## config.mk

```make
export PLATFORM = sky130hd
export DESIGN_NAME = fpc_top
export DESIGN_NICKNAME = d
export VERILOG_FILES = /design/src/fpc_pkg.sv /design/src/fpc.sv
export SDC_FILE = /design/constraint.sdc
export NUM_CORES = 1
export LEC_CHECK = 0
export BUFFER_PORTS_ARGS = -buffer_cell sky130_fd_sc_hd__clkbuf_2
export CAP_MARGIN = 10
export CORE_MARGIN = 1.5
export CORE_UTILIZATION = 52
export CTS_BUF_LIST = sky130_fd_sc_hd__clkbuf_8
export DETAILED_ROUTE_END_ITERATION = 12
export GPL_ROUTABILITY_DRIVEN = 0
export MAX_ROUTING_LAYER = met4
export PLACE_DENSITY_LB_ADDON = 0.1
export SETUP_SLACK_MARGIN = 0.02
export SYNTH_ARGS = -nofsm -noshare
export SYNTH_HDL_FRONTEND = slang
export SYNTH_SLANG_ARGS = --single-unit
```

## constraint.sdc

```tcl
create_clock -name clock -period 6.21 [get_ports clock]
set_input_delay 0.3105 -clock clock [delete_from_list [all_inputs] [get_ports clock]]
set_output_delay 0.3105 -clock clock [all_outputs]
set_load 0.05 [all_outputs]
```

## src/fpc_pkg.sv

```systemverilog
package fpc_pkg;

   // ==========================================================
   // register map
   localparam logic [7:0] FPC_ADDR_CTRL = 8'h00;
   localparam logic [7:0] FPC_ADDR_TARGET = 8'h04;
   localparam logic [7:0] FPC_ADDR_UNLOCK = 8'h08;
   localparam logic [7:0] FPC_ADDR_PROT = 8'h0C;
   localparam logic [7:0] FPC_ADDR_IRQ_STAT = 8'h10;
   localparam logic [7:0] FPC_ADDR_IRQ_CLR = 8'h14;
   localparam logic [7:0] FPC_ADDR_IRQ_EN = 8'h18;

   // ==========================================================
   // programming_control fields
   localparam int FPC_BIT_TRIGGER = 15;
   localparam int FPC_BIT_ENABLE = 14;
   localparam int FPC_BIT_FAIL = 13;
   localparam int FPC_BIT_UVERR = 12;
   localparam int FPC_BIT_UVACT = 11;
   localparam logic [31:0] FPC_CTRL_RESET = 32'h0000_0000;

   // unlock keys, values arbitrary
   localparam logic [31:0] FPC_KEY_FIRST = 32'h5A5A_0F0F;
   localparam logic [31:0] FPC_KEY_SECOND = 32'hA5A5_F0F0;

   // interrupt status bits
   localparam int FPC_IRQ_DONE = 0;
   localparam int FPC_IRQ_FAIL = 1;
   localparam int FPC_IRQ_UV = 2;

   // ==========================================================
   // operation codes
   localparam logic [3:0] FPC_OP_NOP0 = 4'h0;
   localparam logic [3:0] FPC_OP_WORD = 4'h1;
   localparam logic [3:0] FPC_OP_NOP2 = 4'h2;
   localparam logic [3:0] FPC_OP_ROW = 4'h3;
   localparam logic [3:0] FPC_OP_PAGE = 4'h4;
   localparam logic [3:0] FPC_OP_ERASE_ALL = 4'h5;
   localparam logic [3:0] FPC_OP_NOP6 = 4'h6;

   typedef enum logic [2:0] {
      FPC_IDLE = 3'b001,
      FPC_BUSY = 3'b010,
      FPC_FINISH = 3'b100
   } fpc_state_t;

   // command toward the flash array
   typedef struct packed {
      logic start;
      logic [3:0] op;
      logic [31:0] addr;
   } fpc_flash_cmd_t;

   typedef struct packed {
      fpc_state_t fsm;
      logic trig;
      logic en;
      logic fail;
      logic uverr;
      logic [3:0] op;
      logic [31:0] tgt;
      logic [31:0] plim;
      logic key1;
      logic unl;
      logic [2:0] ist;
      logic [2:0] ien;
      logic [31:0] rdata;
      logic slverr;
      fpc_flash_cmd_t cmd;
   } fpc_regs_t;

endpackage

```

## src/fpc.sv

```systemverilog
`timescale 1ns/1ps

// Overview of operation
// - setting the trigger bit starts the chosen operation and hardware clears it when the operation ends.
// - the trigger bit can be set only while program enable is one and the unlock sequence has just been done.
// - reset clears program enable and every other control bit: trigger, fail, both error flags and operation select.
// - program enable one allows trigger writes and turns the low-voltage detector on, zero disables both.
// - the fail flag is set when a program or erase does not complete and stays zero on success.
// - with the detector on, a low-voltage detection sets the undervoltage error flag.
// - the undervoltage active bit follows the current low-voltage event while the detector is on.
// - the operation select field can change only while program enable is zero.
// - code 0101 erases the whole array, only if no page is protected.
// - code 0100 erases the page at the target location unless it is protected.
// - code 0011 programs the row at the target location unless it is protected.
// - code 0001 programs the word at the target location unless it is protected.
// - codes 0000, 0010 and 0110 do nothing and codes 0111 to 1111 are reserved and invalid.
// - triggering with code 0000 clears the fail and undervoltage error flags.
module fpc_top
   import fpc_pkg::*;
(
   input wire logic clock,
   input wire logic rstn,
   input wire logic psel,
   input wire logic penable,
   input wire logic pwrite,
   input wire logic [7:0] paddr,
   input wire logic [31:0] pwdata,
   output logic [31:0] prdata,
   output logic pready,
   output logic pslverr,
   output fpc_flash_cmd_t flash_cmd,
   input wire logic flash_done,
   input wire logic flash_error,
   input wire logic lv_detect,
   output logic lvd_enable,
   output logic irq
);

   // ==========================================================
   // helpers
   function automatic logic is_flash_op(input logic [3:0] op);
      is_flash_op = (op == FPC_OP_WORD) || (op == FPC_OP_ROW) ||
                    (op == FPC_OP_PAGE) || (op == FPC_OP_ERASE_ALL);
   endfunction

   function automatic logic is_nop(input logic [3:0] op);
      is_nop = (op == FPC_OP_NOP0) || (op == FPC_OP_NOP2) ||
               (op == FPC_OP_NOP6);
   endfunction

   // locations below the limit are protected
   function automatic logic is_protected(input logic [3:0] op,
                                         input logic [31:0] addr,
                                         input logic [31:0] lim);
      if (op == FPC_OP_ERASE_ALL) begin
         is_protected = (lim != 32'h0000_0000);
      end else begin
         is_protected = (addr < lim);
      end
   endfunction

   fpc_regs_t q;
   fpc_regs_t d;
   logic wr;
   logic setup;
   logic uv_active;
   logic trig_set;
   logic [2:0] ev;

   // ==========================================================
   // bus and status decode
   assign setup = psel && !penable;
   assign wr = psel && penable && pwrite;
   assign pready = psel && penable;
   assign prdata = q.rdata;
   assign pslverr = q.slverr && pready;
   assign flash_cmd = q.cmd;
   assign lvd_enable = q.en;
   assign uv_active = q.en && lv_detect;
   assign irq = |(q.ist & q.ien);
   // a set request needs enable and a fresh unlock, both as held before
   assign trig_set = wr && (paddr == FPC_ADDR_CTRL) &&
                     pwdata[FPC_BIT_TRIGGER] && q.en && q.unl &&
                     (q.fsm == FPC_IDLE);

   // ==========================================================
   // next state
   always_comb begin
      d = q;
      ev = 3'b000;
      d.cmd.start = 1'b0;
      // read data is captured in setup so it leaves a flop
      if (setup) begin
         d.slverr = 1'b0;
         d.rdata = 32'h0000_0000;
         case (paddr)
            FPC_ADDR_CTRL: begin
               d.rdata[FPC_BIT_TRIGGER] = q.trig;
               d.rdata[FPC_BIT_ENABLE] = q.en;
               d.rdata[FPC_BIT_FAIL] = q.fail;
               d.rdata[FPC_BIT_UVERR] = q.uverr;
               d.rdata[FPC_BIT_UVACT] = uv_active;
               d.rdata[3:0] = q.op;
            end
            FPC_ADDR_TARGET: d.rdata = q.tgt;
            FPC_ADDR_PROT: d.rdata = q.plim;
            FPC_ADDR_IRQ_STAT: d.rdata[2:0] = q.ist;
            FPC_ADDR_IRQ_EN: d.rdata[2:0] = q.ien;
            FPC_ADDR_UNLOCK, FPC_ADDR_IRQ_CLR: d.rdata = 32'h0000_0000;
            default: d.slverr = 1'b1;
         endcase
      end
      // register writes
      if (wr) begin
         case (paddr)
            FPC_ADDR_CTRL: begin
               d.en = pwdata[FPC_BIT_ENABLE];
               if (!q.en) begin
                  d.op = pwdata[3:0];
               end
               // any control write spends the unlock
               d.unl = 1'b0;
            end
            FPC_ADDR_TARGET: begin
               if (!q.trig) begin
                  d.tgt = pwdata;
               end
            end
            FPC_ADDR_UNLOCK: begin
               d.unl = q.key1 && (pwdata == FPC_KEY_SECOND);
            end
            FPC_ADDR_PROT: begin
               if (!q.trig) begin
                  d.plim = pwdata;
               end
            end
            FPC_ADDR_IRQ_CLR: d.ist = q.ist & ~pwdata[2:0];
            FPC_ADDR_IRQ_EN: d.ien = pwdata[2:0];
            default: d.unl = q.unl;
         endcase
      end
      // the unlock pair must be two back-to-back writes to the key
      if (wr) begin
         d.key1 = (paddr == FPC_ADDR_UNLOCK) &&
                  (pwdata == FPC_KEY_FIRST);
      end
      // sequencer
      case (q.fsm)
         FPC_IDLE: begin
            if (trig_set) begin
               d.trig = 1'b1;
               if (is_flash_op(q.op) &&
                   !is_protected(q.op, q.tgt, q.plim)) begin
                  d.cmd.start = 1'b1;
                  d.cmd.op = q.op;
                  d.cmd.addr = q.tgt;
                  d.fsm = FPC_BUSY;
               end else begin
                  d.fsm = FPC_FINISH;
               end
            end
         end
         FPC_BUSY: begin
            if (flash_done) begin
               d.fail = flash_error || uv_active;
               d.trig = 1'b0;
               d.fsm = FPC_IDLE;
               ev[FPC_IRQ_DONE] = 1'b1;
               ev[FPC_IRQ_FAIL] = flash_error || uv_active;
            end
         end
         FPC_FINISH: begin
            // nop codes finish at once, reserved or protected fail
            if (q.op == FPC_OP_NOP0) begin
               d.fail = 1'b0;
               d.uverr = 1'b0;
            end else if (!is_nop(q.op)) begin
               d.fail = 1'b1;
               ev[FPC_IRQ_FAIL] = 1'b1;
            end
            d.trig = 1'b0;
            d.fsm = FPC_IDLE;
            ev[FPC_IRQ_DONE] = 1'b1;
         end
         default: begin
            d.fsm = FPC_IDLE;
            d.trig = 1'b0;
         end
      endcase
      // detection wins over the clear done in the same cycle
      if (uv_active) begin
         d.uverr = 1'b1;
         ev[FPC_IRQ_UV] = 1'b1;
      end
      // events win over a software clear of the same bit
      d.ist = d.ist | ev;
   end

   // ==========================================================
   // state register; every field resets to zero except fsm, which loads FPC_IDLE
   always_ff @(posedge clock or negedge rstn) begin
      if (!rstn) begin
         q <= '0;
         q.fsm <= FPC_IDLE;
         q.en <= 1'b0;
      end else begin
         q <= d;
      end
   end
endmodule

```

==> metrics.txt <==
# TYPE chip_impl_metric gauge
chip_impl_info{name="status",value="finished, final reports clean"} 1
chip_impl_metric{name="register_area_share_after_synthesis",unit=""} 0.485
chip_impl_metric{name="register_bit_count_reported_by_yosys",unit=""} 153
chip_impl_metric{name="clockPowerShare",unit=""} 0.418
chip_impl_metric{name="cts_num_sinks",unit=""} 153
chip_impl_metric{name="finalWorstPathRequiredPeriod",unit="ns"} 3.40
chip_impl_metric{name="worst_slew_pin_slew",unit="ns"} 1.26
chip_impl_metric{name="sequential_share_of_power",unit=""} 0.476
chip_impl_metric{name="power.density_cell_area",unit="nW/um2"} 253
chip_impl_metric{name="post_cts_buffers",unit=""} 0
chip_impl_info{name="most-common-layout-cells",value="dfrtp_1, clkbuf_2, mux2_2"} 1
chip_impl_metric{name="power.leakage",unit="nW"} 4.37
chip_impl_metric{name="area_growth_syn_to_layout",unit="%"} 9.20
chip_impl_metric{name="drt_pass1_iterations",unit=""} 5
chip_impl_info{name="end_kind",value="flop"} 1
chip_impl_metric{name="number_of_warnings_reported_in_the_yosys_synthesis_log",unit=""} 0
chip_impl_metric{name="synthDistinctLibCells",unit=""} 58
chip_impl_metric{name="die-width",unit="um"} 126
chip_impl_metric{name="synth-edff-count",unit=""} 0
chip_impl_metric{name="vdd_drop_max",unit="uV"} 141
chip_impl_metric{name="number_of_h_tree_levels",unit=""} 4
chip_impl_info{name="tritoncts",value="yes"} 1
chip_impl_metric{name="worst_ep_arrival_time",unit="ns"} 3.73
chip_impl_info{name="clock_root_buffer",value="clkbuf_8"} 1
chip_impl_metric{name="post_synth.cell_area_avg",unit="um2"} 11.5
chip_impl_metric{name="die_height",unit="um"} 126
chip_impl_info{name="grt_setup_unrepaired",value="no"} 1
chip_impl_metric{name="nFillCells",unit=""} 1233
chip_impl_metric{name="netlist_instances",unit=""} 688
chip_impl_metric{name="initial_core_util",unit=""} 0.537
chip_impl_metric{name="pin_count",unit=""} 121
chip_impl_metric{name="synthesis.area",unit="um2"} 7900
chip_impl_metric{name="required_time_reported_for_the_critical_path_endpoint",unit="ns"} 6.55
chip_impl_info{name="crit_path_top_delay_cell",value="or4_4"} 1
chip_impl_metric{name="finalClockSkew",unit="ns"} 0.0101
chip_impl_metric{name="clockBufferDepth",unit=""} 2
chip_impl_metric{name="slew_violations",unit=""} 0
chip_impl_info{name="worstSetupPathType",value="reg2reg"} 1
chip_impl_metric{name="cp_max_fo",unit=""} 21
chip_impl_metric{name="internal-power",unit="mW"} 1.61
chip_impl_metric{name="synth.net_count",unit=""} 767
chip_impl_info{name="synthFlopType",value="dfrtp_1"} 1
chip_impl_metric{name="route.detailed.wl_per_inst",unit="um"} 20.0
chip_impl_metric{name="drc_errors",unit=""} 0
chip_impl_metric{name="final_hold_viol_count",unit=""} 0
chip_impl_metric{name="wire_length_of_the_first_global_routing_pass",unit="um"} 30000
chip_impl_metric{name="fin_nets",unit=""} 817
chip_impl_info{name="timing.critical_path.from_type",value="flop"} 1
chip_impl_metric{name="detailedRoute.firstIterationViolations",unit=""} 350
chip_impl_metric{name="fp-row-count",unit=""} 44
chip_impl_metric{name="coreArea",unit="um2"} 14700
chip_impl_info{name="crit_chain",value="inv_1, ha_1, a21oi_1, nand2_1, a211o_1, or4_4, o211ai_4, buf_4, mux2_2"} 1
chip_impl_metric{name="worst_setup_hold_path_clk_slew",unit="ns"} 0.09
chip_impl_metric{name="grt_max_degree",unit=""} 86
chip_impl_metric{name="grt_pass1_vias",unit=""} 5368
chip_impl_metric{name="drive_gt1_frac",unit=""} 0.354
chip_impl_metric{name="dpl_worst_slack",unit="ns"} 2.78
chip_impl_metric{name="post-dp-hpwl",unit="um"} 13400
chip_impl_metric{name="fmaxAchievable",unit="MHz"} 295
chip_impl_info{name="hold_class",value="in2reg"} 1
chip_impl_metric{name="combinationalPowerShare",unit=""} 0.106
chip_impl_metric{name="grt_antenna_before_repair",unit=""} 0
chip_impl_metric{name="layout_worst_path_cycle_share",unit=""} 0.547
chip_impl_metric{name="diodes",unit=""} 0
chip_impl_metric{name="grt_overflow",unit=""} 0
chip_impl_info{name="final_common_cell",value="dfrtp_1"} 1
chip_impl_metric{name="netSwitchingFraction",unit=""} 0.264
chip_impl_metric{name="max_slew_margin",unit=""} 0.160
chip_impl_metric{name="track_usage",unit=""} 0.253
chip_impl_metric{name="report.final.setup_viol",unit=""} 0
chip_impl_metric{name="setup_ws",unit="ns"} 2.81
chip_impl_metric{name="max-cap-violations",unit=""} 0
chip_impl_metric{name="multi_input_comb_area",unit="um2"} 3290
chip_impl_metric{name="vias",unit=""} 5353
chip_impl_metric{name="critical_path.max_stage_delay",unit="ns"} 0.57
chip_impl_metric{name="fin_worst_hold_slack",unit="ns"} 0.130
chip_impl_metric{name="viasPerCell",unit=""} 5.73
chip_impl_metric{name="routed_wirelength",unit="um"} 18700
chip_impl_metric{name="synth-async-reset-ratio",unit=""} 1.00
chip_impl_metric{name="worst_skew_pair.late_latency",unit="ns"} 0.46
chip_impl_metric{name="design.die.area",unit="um2"} 15900
chip_impl_metric{name="final.setup.tns",unit="ns"} 0
chip_impl_metric{name="seqCellArea",unit="um2"} 3830
chip_impl_metric{name="detail-route-antenna-nets",unit=""} 0
chip_impl_metric{name="cts_buffers",unit=""} 17
chip_impl_metric{name="io_buffer_count",unit=""} 120
chip_impl_metric{name="p_sw",unit="mW"} 0.577
## kinds of logic (layout without fill, tap and decap cells)
| group | after synthesis | in the layout | synth area share |
|---|---|---|---|
| AND/OR/NAND/NOR | 175 | 175 | 0.115 |
| flip-flops | 153 | 153 | 0.485 |
| buffers and inverters | 130 | 193 | 0.0982 |
| multiplexers | 115 | 115 | 0.172 |
| AO/OA/AOI/OAI | 84 | 84 | 0.0805 |
| adder cells (fa/ha/maj) | 31 | 31 | 0.0491 |
## synthesized netlist by cell type, types with 5 or more instances
cell / n / share of area
a22o_1: 5 / 0.0055
nand4_1: 10 / 0.0079
nor4bb_1: 6 / 0.0076
nor3_1: 6 / 0.0038
buf_2: 5 / 0.0032
buf_4: 69 / 0.066
nor4_1: 13 / 0.010
nand2_1: 30 / 0.014
mux2i_1: 8 / 0.010
nand3_1: 12 / 0.0076
ha_1: 31 / 0.049
mux2_2: 81 / 0.12
clkbuf_1: 15 / 0.0071
a221oi_1: 26 / 0.029
dfrtp_1: 152 / 0.48
mux2_1: 6 / 0.0086
a21oi_1: 8 / 0.0051
inv_1: 34 / 0.016
nor2_1: 62 / 0.029
and2_1: 7 / 0.0055
o21ai_0: 17 / 0.011
mux2_4: 20 / 0.038
## critical path, delay by kind of cell, from the launching register on
| kind | cells | cell delay (ns) |
|---|---|---|
| muxes | 1 | 0.38 |
| buffers and inverters | 2 | 0.53 |
| AOI/OAI and AO/OA | 3 | 1.01 |
| adders and majority gates | 1 | 0.32 |
| and+or+nand+nor | 2 | 0.64 |
| DFF | 1 | 0.40 |
## state kept, by name, summed over array words and instances (netlist names)
| name | count |
|---|---|
| q | 83 |
| flash_cmd | 37 |
| lvd_enable | 1 |
| prdata | 32 |
## power by group through the flow
stage | Combinational (mW) | Sequential [mW] | Clock [mW]
6_report | 0.231 | 1.04 | 0.912
5_1_grt | 0.252 | 1.04 | 0.966
4_1_cts | 0.234 | 1.04 | 0.930
3_5_place_dp | 0.233 | 1.06 | 0
3_3_place_gp | 0.229 | 1.06 | 0
2_1_floorplan | 0.169 | 1.05 | 0
## routing by layer
metal / vias to the layer above / global-route usage / routed length [um] / share of wire
li1: 2510 / - / - / -
met5: - / - / 0 / 0
met2: 174 / 0.371 / 8410 / 0.45
met1: 2649 / 0.369 / 9200 / 0.49
met4: 0 / 0.0696 / 235 / 0.013
met3: 20 / 0.0391 / 846 / 0.045
## final cells by class
cell class / count / area share
Sequential cell: 153 / 0.444
Clock inverter: 15 / 0.0286
Clock buffer: 17 / 0.0271
Timing Repair Buffer: 127 / 0.0767
Multi-Input combinational cell: 405 / 0.382
Tap cell: 184 / 0.0267
Inverter: 34 / 0.0148
## final timing paths
| path | cells past startpoint | start | slack [ns] | endpoint |
|---|---|---|---|---|
| min reg2reg | 2 | q[77]$_DFFE_PN0P_ | 0.49 | q[77]$_DFFE_PN0P_ |
| max in group asynchronous | 3 | rstn | 4.29 | q[133]$_DFFE_PN0P_ |
| max | 9 | q[108]$_DFFE_PN0P_ | 2.81 | flash_cmd[31]$_DFFE_PN0P_ |
| max reg2reg | 9 | q[108]$_DFFE_PN0P_ | 2.81 | flash_cmd[31]$_DFFE_PN0P_ |
| min in group asynchronous | 2 | rstn | 0.42 | prdata[2]$_DFFE_PN0P_ |
| min | 3 | lv_detect | 0.13 | q[146]$_DFFE_PN0P_ |
## metrics by stage
step / util / std cells / instance area, um2 / power (mW)
global placement: 0.553 / 902 / 8130 / 1.29
finish: 0.587 / 935 / 8620 / 2.18
detailed placement: 0.553 / 902 / 8130 / 1.29
floorplan: - / 688 / 7900 / 1.22
global route: 0.587 / 935 / 8620 / 2.26
CTS: 0.587 / 935 / 8620 / 2.20
## timing repair
action,in CTS,in global routing
endpoints found under the hold margin,68,0
hold buffers,1,0
resized for setup,0,0
No activity file was read; power rests on OpenSTA's default activity.
